$ cat src/inc/pifc_params.svh
`ifndef PIFC_PARAMS_SVH
`define PIFC_PARAMS_SVH

// ****************************************
// Register offsets (byte addresses)
// ****************************************
`define PIFC_OFF_PEND      8'h00
`define PIFC_OFF_LVL_A     8'h04
`define PIFC_OFF_LVL_B     8'h08
`define PIFC_OFF_EDGE      8'h0c
`define PIFC_OFF_CLR       8'h10
`define PIFC_OFF_DETECT    8'h14
`define PIFC_OFF_LVL_U     8'h18
`define PIFC_OFF_IRN       8'h1c
`define PIFC_OFF_STACK     8'h20
`define PIFC_OFF_ENCODE    8'h24
`define PIFC_OFF_POP       8'h28
`define PIFC_OFF_FEN       8'h2c
`define PIFC_OFF_FRAW      8'h30
`define PIFC_OFF_FSTAT     8'h34
`define PIFC_OFF_ISTAT     8'h38
`define PIFC_OFF_IMASK     8'h3c

// ****************************************
// Field positions and reset values
// ****************************************
`define PIFC_FEN_BIT       0
`define PIFC_EV_FAST       0
`define PIFC_EV_EDGE       1
`define PIFC_EV_NORMAL     2
`define PIFC_RST_WORD      32'h0000_0000
`define PIFC_RST_STACK     8'h00
`define PIFC_DETECT_MASK   32'h0000_fcc0

`endif

$ cat src/inc/pifc_pkg.sv
package pifc_pkg;
  typedef logic [2:0] pifc_level_t;
  typedef logic [4:0] pifc_src_t;
  typedef logic [1:0] pifc_ext_t;
endpackage : pifc_pkg

$ cat src/rtl/pifc_controller.sv
// How it works
// - Enabled fast pin trigger raises the fast request line to the core.
// - Fast pin request sets the raw fast flag regardless of enable.
// - Relayed fast request also sets the fast status flag.
// - Normal request only when a pending level exceeds the serviced level.
// - Winner is the highest level; ties go to the larger source number.
// - Reading the source number masks requests at or below the accepted level.
// - A source with level zero is masked and never requests.
// - A detected edge sets that external source's edge pending bit.
// - Encode register gives the position of the highest stack bit.
// - On a qualifying request, load winning source number and raise request.
// - With nothing qualifying, no request and the source number reads zero.
// - Sources 16 to 31 share 3-bit levels in adjacent pairs.
// - Reading the source number clears it to zero.
// - Acknowledge pushes the level on the stack and drops the request.
// - Any write to the pop port clears the highest stack bit.
`include "pifc_params.svh"

module pifc_controller (
  input  wire logic        clock,
  input  wire logic        rst_n,
  input  wire logic [7:0]  addr,
  input  wire logic [31:0] wdata,
  input  wire logic        wr,
  input  wire logic        rd,
  output logic      [31:0] rdata,
  input  wire logic [31:0] periph_req,
  input  wire logic        ext_fast_irq_pin,
  input  wire logic        ext_source_0,
  input  wire logic        ext_source_1,
  input  wire logic        ext_source_2,
  input  wire logic        ext_source_3,
  output logic             fast_req_to_core,
  output logic             normal_req_to_core,
  output logic             irq_out
);

  // ****************************************
  // Helper functions
  // ****************************************
  function automatic pifc_pkg::pifc_src_t ext_src(input pifc_pkg::pifc_ext_t k);
    unique case (k)
      2'h0: ext_src = 5'h16;
      2'h1: ext_src = 5'h1a;
      2'h2: ext_src = 5'h1c;
      2'h3: ext_src = 5'h1f;
    endcase
  endfunction : ext_src

  // Mode bit of each external source; polarity sits one above. The spacing is uneven.
  function automatic logic [3:0] cfg_pos(input pifc_pkg::pifc_ext_t k);
    unique case (k)
      2'h0: cfg_pos = 4'h6;
      2'h1: cfg_pos = 4'ha;
      2'h2: cfg_pos = 4'hc;
      2'h3: cfg_pos = 4'he;
    endcase
  endfunction : cfg_pos

  // Lower sources use one nibble each; upper sources share a field per pair
  function automatic pifc_pkg::pifc_level_t src_level(input pifc_pkg::pifc_src_t s,
                                                      input logic [31:0] la,
                                                      input logic [31:0] lb,
                                                      input logic [31:0] lu);
    logic [4:0] p;
    p = {s[2:0], 2'h0};
    if (s[4])
      src_level = lu[{s[3:1], 2'h0} +: 3];
    else if (s[3])
      src_level = lb[p +: 3];
    else
      src_level = la[p +: 3];
  endfunction : src_level

  function automatic pifc_pkg::pifc_level_t msb_pos(input logic [7:0] v);
    msb_pos = 3'h0;
    for (int i = 1; i < 8; i++) begin
      if (v[i])
        msb_pos = 3'(i);
    end
  endfunction : msb_pos

  // ****************************************
  // State
  // ****************************************
  logic [4:0]  sync1_reg,  sync1_next;
  logic [4:0]  sync2_reg,  sync2_next;
  logic [4:0]  prev_reg,   prev_next;
  logic [31:0] lvl_a_reg,  lvl_a_next;
  logic [31:0] lvl_b_reg,  lvl_b_next;
  logic [31:0] lvl_u_reg,  lvl_u_next;
  logic [31:0] detect_reg, detect_next;
  logic [3:0]  edge_reg,   edge_next;
  logic [4:0]  irn_reg,    irn_next;
  logic [2:0]  irn_lvl_reg, irn_lvl_next;
  logic [7:0]  stack_reg,  stack_next;
  logic        fen_reg,    fen_next;
  logic        fraw_reg,   fraw_next;
  logic        fstat_reg,  fstat_next;
  logic        freq_reg,   freq_next;
  logic        nreq_reg,   nreq_next;
  logic [2:0]  istat_reg,  istat_next;
  logic [2:0]  imask_reg,  imask_next;
  logic        irq_reg,    irq_next;
  logic [31:0] rdata_reg,  rdata_next;

  logic [31:0] req;
  logic [31:0] pend;
  logic [2:0]  best_lvl;
  logic [4:0]  best_src;
  logic [2:0]  current_level_encode;
  logic        qualify;
  logic        irn_rd;
  logic [3:0]  edge_set;
  logic [2:0]  ev;

  // ****************************************
  // Next-state logic
  // ****************************************
  always_comb begin
    logic [4:0] s;
    logic [2:0] l;
    logic       mode;
    logic       pol;
    s = 5'h0;
    l = 3'h0;
    mode = 1'b0;
    pol = 1'b0;
    // Pins are active low and pass two flops before anything looks at them
    sync1_next = ~{ext_source_3, ext_source_2, ext_source_1, ext_source_0,
                   ext_fast_irq_pin};
    sync2_next = sync1_reg;
    prev_next = sync2_reg;
    lvl_a_next = lvl_a_reg;
    lvl_b_next = lvl_b_reg;
    lvl_u_next = lvl_u_reg;
    detect_next = detect_reg;
    edge_next = edge_reg;
    stack_next = stack_reg;
    fen_next = fen_reg;
    imask_next = imask_reg;
    irn_lvl_next = irn_lvl_reg;
    irn_rd = rd && (addr == `PIFC_OFF_IRN);
    req = periph_req;
    edge_set = 4'h0;

    // External sources: level or edge, either polarity
    for (int k = 0; k < 4; k++) begin
      s = ext_src(pifc_pkg::pifc_ext_t'(k));
      l = src_level(s, lvl_a_reg, lvl_b_reg, lvl_u_reg);
      mode = detect_reg[cfg_pos(pifc_pkg::pifc_ext_t'(k))];
      pol = detect_reg[cfg_pos(pifc_pkg::pifc_ext_t'(k)) + 4'h1];
      if (mode) begin
        // Sampled value is logic high when the pin is low
        edge_set[k] = (l != 3'h0) && (pol ? (!sync2_reg[k + 1] && prev_reg[k + 1])
                                          : (sync2_reg[k + 1] && !prev_reg[k + 1]));
        // A clear also re-arms the detector by dropping stale pending state
        if (wr && addr == `PIFC_OFF_EDGE && wdata[s])
          edge_next[k] = 1'b0;
        if (wr && addr == `PIFC_OFF_CLR && wdata[4:0] == s)
          edge_next[k] = 1'b0;
        if (edge_set[k])
          edge_next[k] = 1'b1;
        req[s] = edge_reg[k];
      end else begin
        req[s] = pol ? !sync2_reg[k + 1] : sync2_reg[k + 1];
      end
    end

    // Priority resolution
    best_lvl = 3'h0;
    best_src = 5'h0;
    for (int i = 0; i < 32; i++) begin
      l = src_level(5'(i), lvl_a_reg, lvl_b_reg, lvl_u_reg);
      pend[i] = req[i] && (l != 3'h0);
      if (pend[i] && l >= best_lvl) begin
        best_lvl = l;
        best_src = 5'(i);
      end
    end
    current_level_encode = msb_pos(stack_reg);
    qualify = best_lvl > current_level_encode;

    // Source number and normal request
    if (irn_rd) begin
      irn_next = 5'h0;
      nreq_next = 1'b0;
      if (nreq_reg)
        stack_next[irn_lvl_reg] = 1'b1;
    end else begin
      irn_next = qualify ? best_src : 5'h0;
      irn_lvl_next = qualify ? best_lvl : 3'h0;
      nreq_next = qualify;
    end
    if (wr && addr == `PIFC_OFF_POP && !irn_rd)
      stack_next[current_level_encode] = 1'b0;

    // Fast path: raw flag follows the pin, status and line need the enable
    fraw_next = sync2_reg[0];
    fstat_next = sync2_reg[0] && fen_reg;
    freq_next = sync2_reg[0] && fen_reg;

    // Software writes
    if (wr) begin
      unique case (addr)
        `PIFC_OFF_LVL_A:  lvl_a_next = wdata & 32'h7777_7777;
        `PIFC_OFF_LVL_B:  lvl_b_next = wdata & 32'h7777_7777;
        `PIFC_OFF_LVL_U:  lvl_u_next = wdata & 32'h7777_7777;
        `PIFC_OFF_DETECT: detect_next = wdata & `PIFC_DETECT_MASK;
        `PIFC_OFF_FEN:    fen_next = wdata[`PIFC_FEN_BIT];
        `PIFC_OFF_IMASK:  imask_next = wdata[2:0];
        default: ;
      endcase
    end

    // Sticky events; a set in the cycle of its clear wins
    ev[`PIFC_EV_FAST] = sync2_reg[0] && !fraw_reg;
    ev[`PIFC_EV_EDGE] = |edge_set;
    ev[`PIFC_EV_NORMAL] = nreq_next && !nreq_reg;
    istat_next = istat_reg;
    if (wr && addr == `PIFC_OFF_ISTAT)
      istat_next = istat_reg & ~wdata[2:0];
    istat_next = istat_next | ev;
    irq_next = |(istat_next & imask_next);

    // Read data, valid only in the cycle after the strobe
    rdata_next = 32'h0;
    if (rd) begin
      unique case (addr)
        `PIFC_OFF_PEND:   rdata_next = pend;
        `PIFC_OFF_LVL_A:  rdata_next = lvl_a_reg;
        `PIFC_OFF_LVL_B:  rdata_next = lvl_b_reg;
        `PIFC_OFF_LVL_U:  rdata_next = lvl_u_reg;
        `PIFC_OFF_EDGE:   rdata_next = 32'(edge_reg[3]) << 31 | 32'(edge_reg[2]) << 28
                                     | 32'(edge_reg[1]) << 26 | 32'(edge_reg[0]) << 22;
        `PIFC_OFF_DETECT: rdata_next = detect_reg;
        `PIFC_OFF_IRN:    rdata_next = {27'h0, irn_reg};
        `PIFC_OFF_STACK:  rdata_next = {24'h0, stack_reg};
        `PIFC_OFF_ENCODE: rdata_next = {29'h0, current_level_encode};
        `PIFC_OFF_FEN:    rdata_next = {31'h0, fen_reg};
        `PIFC_OFF_FRAW:   rdata_next = {31'h0, fraw_reg};
        `PIFC_OFF_FSTAT:  rdata_next = {31'h0, fstat_reg};
        `PIFC_OFF_ISTAT:  rdata_next = {29'h0, istat_reg};
        `PIFC_OFF_IMASK:  rdata_next = {29'h0, imask_reg};
        default:          rdata_next = 32'h0;
      endcase
    end
  end

  // ****************************************
  // Registers
  // ****************************************
  always_ff @(posedge clock or negedge rst_n) begin
    if (!rst_n) begin
      sync1_reg <= 5'h0;
      sync2_reg <= 5'h0;
      prev_reg <= 5'h0;
      lvl_a_reg <= `PIFC_RST_WORD;
      lvl_b_reg <= `PIFC_RST_WORD;
      lvl_u_reg <= `PIFC_RST_WORD;
      detect_reg <= `PIFC_RST_WORD;
      edge_reg <= 4'h0;
      irn_reg <= 5'h0;
      irn_lvl_reg <= 3'h0;
      stack_reg <= `PIFC_RST_STACK;
      fen_reg <= 1'b0;
      fraw_reg <= 1'b0;
      fstat_reg <= 1'b0;
      freq_reg <= 1'b0;
      nreq_reg <= 1'b0;
      istat_reg <= 3'h0;
      imask_reg <= 3'h0;
      irq_reg <= 1'b0;
      rdata_reg <= `PIFC_RST_WORD;
    end else begin
      sync1_reg <= sync1_next;
      sync2_reg <= sync2_next;
      prev_reg <= prev_next;
      lvl_a_reg <= lvl_a_next;
      lvl_b_reg <= lvl_b_next;
      lvl_u_reg <= lvl_u_next;
      detect_reg <= detect_next;
      edge_reg <= edge_next;
      irn_reg <= irn_next;
      irn_lvl_reg <= irn_lvl_next;
      stack_reg <= stack_next;
      fen_reg <= fen_next;
      fraw_reg <= fraw_next;
      fstat_reg <= fstat_next;
      freq_reg <= freq_next;
      nreq_reg <= nreq_next;
      istat_reg <= istat_next;
      imask_reg <= imask_next;
      irq_reg <= irq_next;
      rdata_reg <= rdata_next;
    end
  end

  assign rdata = rdata_reg;
  assign fast_req_to_core = freq_reg;
  assign normal_req_to_core = nreq_reg;
  assign irq_out = irq_reg;

  // ****************************************
  // Checks
  // ****************************************
  fast_raw_a: assert property (@(posedge clock) disable iff (!rst_n)
    sync2_reg[0] |=> fraw_reg) else $error("raw fast flag not set");
  fast_line_a: assert property (@(posedge clock) disable iff (!rst_n)
    freq_reg == $past(sync2_reg[0] && fen_reg)) else $error("fast line wrong");
  fast_status_a: assert property (@(posedge clock) disable iff (!rst_n)
    freq_reg |-> fstat_reg && fraw_reg) else $error("fast status not set");
  level_gate_a: assert property (@(posedge clock) disable iff (!rst_n)
    nreq_reg |-> $past(best_lvl > current_level_encode)) else $error("request without higher level");
  winner_load_a: assert property (@(posedge clock) disable iff (!rst_n)
    (qualify && !irn_rd) |=> irn_reg == $past(best_src) && nreq_reg)
    else $error("winner not loaded");
  idle_zero_a: assert property (@(posedge clock) disable iff (!rst_n)
    !qualify |=> irn_reg == 5'h0 && !nreq_reg) else $error("idle source number not zero");
  read_clear_a: assert property (@(posedge clock) disable iff (!rst_n)
    irn_rd |=> irn_reg == 5'h0 && !nreq_reg) else $error("read did not clear");
  ack_push_a: assert property (@(posedge clock) disable iff (!rst_n)
    (irn_rd && nreq_reg && irn_lvl_reg > current_level_encode) |=> current_level_encode == $past(irn_lvl_reg))
    else $error("accepted level not pushed");
  pop_top_a: assert property (@(posedge clock) disable iff (!rst_n)
    (wr && addr == `PIFC_OFF_POP && !irn_rd && current_level_encode != 3'h0) |=> current_level_encode < $past(current_level_encode))
    else $error("pop left top bit");
  edge_set_a: assert property (@(posedge clock) disable iff (!rst_n)
    edge_set[0] |=> edge_reg[0]) else $error("edge not latched");

endmodule : pifc_controller
$ cat config.mk
export PLATFORM = sky130hd
export DESIGN_NAME = pifc_controller
export DESIGN_NICKNAME = d
export VERILOG_FILES = /design/src/inc/pifc_pkg.sv /design/src/rtl/pifc_controller.sv
export VERILOG_INCLUDE_DIRS = /design/src /design/src/inc
export SDC_FILE = /design/constraint.sdc
export NUM_CORES = 1
export LEC_CHECK = 0
export BUFFER_PORTS_ARGS = -buffer_cell sky130_fd_sc_hd__buf_2
export CAP_MARGIN = 25
export CORE_MARGIN = 2
export CORE_UTILIZATION = 42
export CTS_CLUSTER_SIZE = 30
export DETAILED_ROUTE_END_ITERATION = 8
export PLACE_DENSITY = 0.61
export SLEW_MARGIN = 20
export SYNTH_ARGS = -nofsm -noshare
export SYNTH_HDL_FRONTEND = slang
export SYNTH_SLANG_ARGS = --single-unit
$ cat constraint.sdc
create_clock -name clock -period 45.3 [get_ports clock]
set_input_delay 9.06 -clock clock [delete_from_list [all_inputs] [get_ports clock]]
set_output_delay 9.06 -clock clock [all_outputs]
set_load 0.03 [all_outputs]
==> flow_summary.rst, run 1 <==
.. list-table::
   :header-rows: 1

   * - Metric
     - Value
   * - Run status
     - finished, violations left
   * - Violations in the final reports
     - setup timing
   * - Starting density of the core
     - 0.4273
   * - Max-cap violation count
     - 0
   * - Sw power
     - around 180 uW
   * - Pre-antenna DRT Iters
     - 5
   * - Slowest CP cell
     - or3_4
   * - Arithmetic-cell share of the synthesized area counting full adders, half adders and majority gates
     - 0.05982
   * - DR DRC count
     - 0
   * - Cell area reported after detailed placement
     - 14300 um^2
   * - Worst max-slew margin expressed relative to the limit
     - 0.3380
   * - Share of cell area taken by muxes after synthesis
     - 0.1211
   * - Clock root cell
     - clkbuf_16
   * - Die boundary height
     - roughly 170 um
   * - Initial antenna violation count
     - 0
   * - Combinational family with the most area after synthesis
     - compound AO/OA/AOI/OAI gates
   * - Synthesized-area fraction occupied by ao, oa, aoi and oai cells
     - 0.2628
   * - Number of flip-flops in the largest register
     - 32
   * - Power per standard cell area
     - about 32 nW/um^2
   * - First-pass GRT wire length
     - between 60000 and 70000 um
   * - Most used standard cells in the synthesized netlist
     - dfrtp_1 (157), nand2_1 (126), nor2_1 (105)
   * - Ports placed on the boundary
     - around 120
   * - Sink Count
     - 157
   * - Cell depth of the worst flop-to-flop path
     - 211
   * - Largest net degree at the start of global routing
     - between 80 and 90
   * - Most prevalent standard cell on the critical path
     - ha_4
   * - Fraction of power consumed by sequential logic
     - 0.317
   * - Max Slew Vio Count
     - 0
   * - Area inside the core boundary
     - 26880 um^2
   * - Routed vias
     - around 12000
   * - Category of the worst setup path capture point
     - flop
   * - HPWL reported at the end of detailed placement
     - 30870 um
   * - Setup repair after global routing missed its margin
     - true
   * - Simple-gate share of the synthesized area
     - 0.1722
   * - EDFF count, synth
     - 0
   * - Average via count per standard cell
     - 6.036
   * - Final instance area
     - 15830 um^2
   * - Clock latency at the later pin of the worst-skew pair
     - between 400 and 500 ps
   * - Cells after synthesis
     - 1283
   * - Placer's final routability congestion estimate
     - about 0.93
   * - #FFs+latches synth
     - ~160
   * - TritonCTS clock tree
     - built
   * - Startpoint types
     - input pin
   * - Max stage delay on crit path
     - roughly 450 ps
   * - Ant. Diodes
     - 0
   * - Die area
     - 28680 um^2
   * - Worst Path Arrival
     - roughly 47000 ps
   * - Final nets
     - approximately 1700
   * - Post-route clock skew
     - ~17 ps
   * - Synth Warn #
     - 0
   * - Proportion of layout cells with a drive suffix above 1
     - 0.4355
   * - Achievable Freq
     - 21.39 MHz
   * - Synth Net Count
     - approximately 1400
   * - Power Internal
     - 322.0 uW
   * - Proportion of total power due to net switching
     - 0.3588
   * - Maximum resistive drop on vdd
     - 0.02507 mV
   * - Transition time of the tightest slew-check pin
     - about 990 ps
   * - Required time of the worst setup path
     - 45630 ps
   * - Total gr overflow
     - 0
   * - Total GRT Usage
     - 0.2837
   * - Clock H-tree levels
     - 4
   * - Cell types occupying the most area after synthesis
     - dfrtp_1 (34%), mux2_2 (9.9%), ha_1 (5.0%)
   * - Final setup violating endpoints
     - 11
   * - Share of the core filled with cells in the final layout
     - 0.5890
   * - Number of unique standard cell types used by synthesis
     - about 110
   * - P_leak
     - between 0.007 and 0.008 uW
   * - Count of cells along the worst hold path
     - 0
   * - Post-placement worst setup slack
     - -2738 ps
   * - Vias in the first global route
     - between 10000 and 15000
   * - Endpoints failing hold
     - 0
   * - Per-cell routed wire length
     - 21.21 um
   * - Ys async rst share
     - 1.000
   * - Die X-Extent
     - between 150 and 200 um
   * - Number of core rows
     - 60
   * - Starting DRC count in detailed routing
     - 1116
   * - Critical setup path kind
     - in2reg
   * - Synth Area per Inst
     - ~9.0 um^2
   * - Power after layout
     - between 500 and 600 uW
   * - Clock network power share
     - 0.298
   * - Total wire length
     - 41420 um
   * - Worst-path clk slew
     - around 80 ps
   * - Sequential area share after synthesis
     - 0.3421
   * - Time the worst path needs with I/O delays and setup
     - ~47000 ps
   * - Post-synth top flop
     - dfrtp_1
   * - Library cell with the largest summed area after synthesis
     - dfrtp_1
   * - Highest net fanout along the worst path
     - 4
   * - Share of power burned in combinational logic
     - 0.385
   * - Worst path setup slack after routing
     - -1450 ps
   * - Number of buffers inserted during clock tree synthesis
     - 17
   * - Count of antenna-violating nets left after detailed routing
     - 0
   * - Number of buffers on the longest clock path
     - 2
   * - Min-Delay Path Class
     - reg2reg
   * - Share of the clock period used by the worst path
     - 1.032
   * - Synth Area in XOR/XNOR
     - 0.002288
   * - Area fraction of the dominant cell type after synthesis
     - 0.3421
   * - Most numerous cell in the Yosys netlist
     - dfrtp_1
   * - Total of hold buffers inserted after clock tree synthesis
     - 0
   * - Port-buffer cells
     - about 110
   * - Synthesis-to-finish area growth
     - 37.84%
   * - Summed instance area of the synthesized netlist
     - roughly 11000 um^2
logic make-up (layout without fill, tap and decap cells):
group                    count (synthesis)  count (layout)
AO/OA/AOI/OAI                          418             418
AND/OR/NAND/NOR                        407             407
flip-flops                             157             157
multiplexers                           124             124
buffers and inverters                  117             446
adder cells (fa/ha/maj)                 57              57
XOR/XNOR                                 3               3
through the flow:
step                      std cells  hold slack [ps]  setup TNS (ps)
after floorplan                1283            331.2           -9426
after detailed placement       1862            336.3          -28430
after global routing           1953            361.2          -31660
after CTS                      1915            352.3          -14780
after global placement         1862            332.0          -24260
final                          1953            350.1          -15170
critical path: cells and delay by family:
kind	cells	cell delay [ps]
AOI/OAI and AO/OA	78	11520
adders and majority gates	41	10630
buffers and inverters	5	500
muxes	20	6350
and+or+nand+nor	68	8960
placed cells by master, fill, tap and decap left out, types with 39 or more instances in the layout:
cell type	n
a22oi_1	39
nor2_1	86
a21oi_1	75
buf_4	228
inv_1	67
nand2_1	114
buf_2	106
o21ai_0	44
mux2_2	85
dfrtp_1	157
power by group through the flow:
stage / Combinational, uW / Clock, uW / Sequential (uW)
final: 194 / 150 / 159
after floorplan: 102 / 0 / 156
after global placement: 161 / 0 / 161
after CTS: 171 / 151 / 158
after detailed placement: 164 / 0 / 161
after global routing: 209 / 156 / 160
layer usage:
layer / part of all wire / routed length (um) / vias up / track usage
met2: 0.47 / 19610 / 435 / 0.4708
met5: 0 / 0 / - / 0
met3: 0.064 / 2662 / 74 / 0.05131
li1: - / - / 5445 / -
met4: 0.027 / 1113 / 0 / 0.08881
met1: 0.44 / 18030 / 5834 / 0.3767
worst paths after layout:
check	start	to	slack, ps
setup / recovery	periph_req[0]	irq_out$_DFF_PN0_	-1450
hold / removal	sync1_reg[2]$_DFF_PN0_	prev_next[2]$_DFF_PN0_	350
setup reg to reg	lvl_a_reg[0]$_DFFE_PN0P_	irq_out$_DFF_PN0_	6830
hold reg to reg	sync1_reg[2]$_DFF_PN0_	prev_next[2]$_DFF_PN0_	350
max in group asynchronous	rst_n	lvl_b_reg[13]$_DFFE_PN0P_	35510
min in group asynchronous	rst_n	prev_next[2]$_DFF_PN0_	8640
repair_timing:
item	in CTS	in global routing
setup buffers	21	38
resized for setup	23	77
endpoints found under the setup margin	11	11
pin swaps	27	75
layout make-up:
cell class / instances / area (um^2)
Inverter: 73 / 274.0
Fill cell: 2354 / 11050
Multi-Input combinational cell: 1009 / 8252
Clock inverter: 14 / 163.9
Sequential cell: 157 / 3929
Tap cell: 341 / 426.7
Clock buffer: 18 / 439.2
Timing Repair Buffer: 341 / 2345
(Power assumes the default switching activity.)
==> run 2, diff against run 1 <==
- RECOVER_POWER: unset -> 25
==> run 2 against run 1 <==
Effect of this change: the flow finishes with violations (capacitance limit, slew limit, setup timing); global-route usage unchanged; via count rose by 0.63%; sequential share of layout area hardly changed; critical path depth grew 1; clock-buffer cell count stayed put; power hardly changed; largest cell class unchanged; largest power group unchanged.
==> flow_summary.rst, run 2 (same netlist as run 1, synthesis figures left out) <==
.. list-table::
   :header-rows: 1

   * - Metric
     - Value
   * - Run status
     - finished, violations left
   * - Violations in the final reports
     - capacitance limit, slew limit, setup timing
   * - Number of buffers on the longest clock path
     - 2
   * - Clock root cell
     - clkbuf_16
   * - Total GRT Usage
     - 0.2837
   * - Die area
     - ~29000 um^2
   * - Number of flip-flops in the largest register
     - 32
   * - Routed vias
     - ~12000
   * - Placer's final routability congestion estimate
     - just over 0.9
   * - Most frequent cells in the layout
     - buf_4 (228), dfrtp_1 (157), nand2_1 (114)
   * - Average via count per standard cell
     - 6.074
   * - HPWL reported at the end of detailed placement
     - just over 30000 um
   * - Transition time of the tightest slew-check pin
     - around 4700 ps
   * - Highest net fanout along the worst path
     - 6
   * - Area inside the core boundary
     - roughly 27000 um^2
   * - Number of core rows
     - 60
   * - Critical R2R Launch
     - lvl_a_reg[0]$_DFFE_PN0P_
   * - Proportion of layout cells with a drive suffix above 1
     - 0.4349
   * - Launching element of the worst setup path
     - periph_req[0]
   * - Category of the worst setup path capture point
     - flop
   * - Required time of the worst setup path
     - 45650 ps
   * - Critical setup path kind
     - in2reg
   * - Starting DRC count in detailed routing
     - ~1100
   * - Max-cap violation count
     - 1
   * - Startpoint types
     - input pin
   * - Power per standard cell area
     - between 30 and 40 nW/um^2
   * - Number of fill cells
     - about 2400
   * - Largest net degree at the start of global routing
     - 87
   * - Origin of the worst min-delay path
     - sync1_reg[2]$_DFF_PN0_
   * - Share of the clock period used by the worst path
     - 1.033
   * - Worst-path clk slew
     - about 70 ps
   * - Vias in the first global route
     - roughly 11000
   * - Power after layout
     - between 500 and 600 uW
   * - Die X-Extent
     - roughly 170 um
   * - Area occupied by multi-input gates
     - between 8000 and 9000 um^2
   * - Number of buffers inserted during clock tree synthesis
     - 17
   * - Ports placed on the boundary
     - between 100 and 150
   * - First-pass GRT wire length
     - around 63000 um
   * - Slowest CP cell
     - or3_4
   * - Reg-to-reg slack, setup
     - roughly 7000 ps
   * - Share of the core filled with cells in the final layout
     - 0.5887
   * - Setup repair after global routing missed its margin
     - true
   * - Total of hold buffers inserted after clock tree synthesis
     - 0
   * - Final setup violating endpoints
     - 11
   * - Die boundary height
     - around 170 um
   * - Achievable Freq
     - 21.38 MHz
   * - Number of placed instances with taps included
     - about 1900
   * - Ant. Diodes
     - 0
   * - Endpoints failing hold
     - 0
   * - P_leak
     - around 0.007 uW
   * - Initial antenna violation count
     - 0
   * - Maximum resistive drop on vdd
     - between 0.02 and 0.03 mV
   * - Max Slew Vio Count
     - between 80 and 90
   * - Most common cell after layout, fill and taps aside
     - buf_4
   * - TritonCTS clock tree
     - built
   * - Count of cells along the worst hold path
     - 0
   * - Post-route clock skew
     - approximately 17 ps
   * - Max stage delay on crit path
     - ~450 ps
   * - Count of antenna-violating nets left after detailed routing
     - 0
   * - Total negative slack
     - -15480 ps
   * - Total gr overflow
     - 0
   * - Port-buffer cells
     - about 110
   * - Sink Count
     - about 160
   * - Worst hold endpoint
     - prev_next[2]$_DFF_PN0_
   * - Cell depth of the worst flop-to-flop path
     - 212
   * - Total wire length
     - between 40000 and 50000 um
   * - Worst Path Arrival
     - between 40000 and 50000 ps
   * - Final nets
     - between 1500 and 2000
   * - Non-filler instance count after layout
     - approximately 2000
   * - Time the worst path needs with I/O delays and setup
     - about 47000 ps
   * - Starting density of the core
     - 0.4273
   * - Worst path setup slack after routing
     - -1479 ps
   * - Worst max-slew margin expressed relative to the limit
     - -2.108
   * - Min-Delay Path Class
     - reg2reg
   * - Area used by sequential logic in the layout
     - 3929 um^2
   * - Most prevalent standard cell on the critical path
     - ha_4
   * - Synthesis-to-finish area growth
     - 37.77%
   * - Pre-antenna DRT Iters
     - 6
   * - Clock H-tree levels
     - 4
   * - DR DRC count
     - 0
   * - Per-cell routed wire length
     - between 20 and 25 um
   * - Clock latency at the later pin of the worst-skew pair
     - 440 ps
   * - Worst R2R End
     - irn_reg[3]$_DFF_PN0_
   * - Hold slack
     - approximately 350 ps
[run 2: cell count changes in the layout (fill, tap and decap cells not counted)]
cell      before  now
buf_6          4    3
clkbuf_1       0    1
[run 2: power by group]
part / total, uW / leakage, uW / internal, uW / switching, uW
clock: 150 / 0.000290 / 80.2 / 69.5
sequential: 159 / 0.00212 / 147 / 11.9
combinational: 194 / 0.00473 / 94.7 / 98.9
[run 2: area by class of cell]
class	count	share of cell area
Timing Repair Buffer	341	0.1477
Clock inverter	14	0.01036
Tap cell	341	0.02697
Sequential cell	157	0.2483
Inverter	73	0.01732
Clock buffer	18	0.02776
Multi-Input combinational cell	1009	0.5216
[run 2: worst max path at each step]
stage / end / slack [ps] / cells after the start
floorplan: irq_out$_DFF_PN0_ / -1140 / 212
global placement: irq_out$_DFF_PN0_ / -2370 / 215
detailed placement: irq_out$_DFF_PN0_ / -2740 / 216
CTS: irn_lvl_reg[1]$_DFFE_PN0N_ / -1480 / 215
global route: irq_out$_DFF_PN0_ / -2960 / 213
finish: irn_reg[3]$_DFF_PN0_ / -1480 / 213
[run 2: what timing repair did]
item | CTS | global route
endpoints found under the setup margin | 11 | 11
pin swaps | 27 | 75
buffers inserted | 21 | 38
gates resized for setup | 23 | 77
[run 2: stage by stage]
step / setup slack (ps) / instance area [um^2]
floorplan: -1138 / 12180
global placement: -2369 / 14300
detailed placement: -2738 / 14300
CTS: -1482 / 15160
global route: -2964 / 15820
finish: -1479 / 15820
[run 2: critical path, delay by kind of cell]
family / cells / cell delay, ps
compound gates: 77 / 11310
simple gates: 68 / 8970
fa+ha+maj: 41 / 10670
mux: 20 / 6340
buf+inv: 7 / 770
[run 2: routing by layer]
metal  vias up  track usage  routed length (um)
met5         -            0                   0
met4         0      0.08881                1092
met3        68      0.05131                2615
met2       431       0.4708               19690
met1      5920       0.3767               18070
li1       5443            -                   -
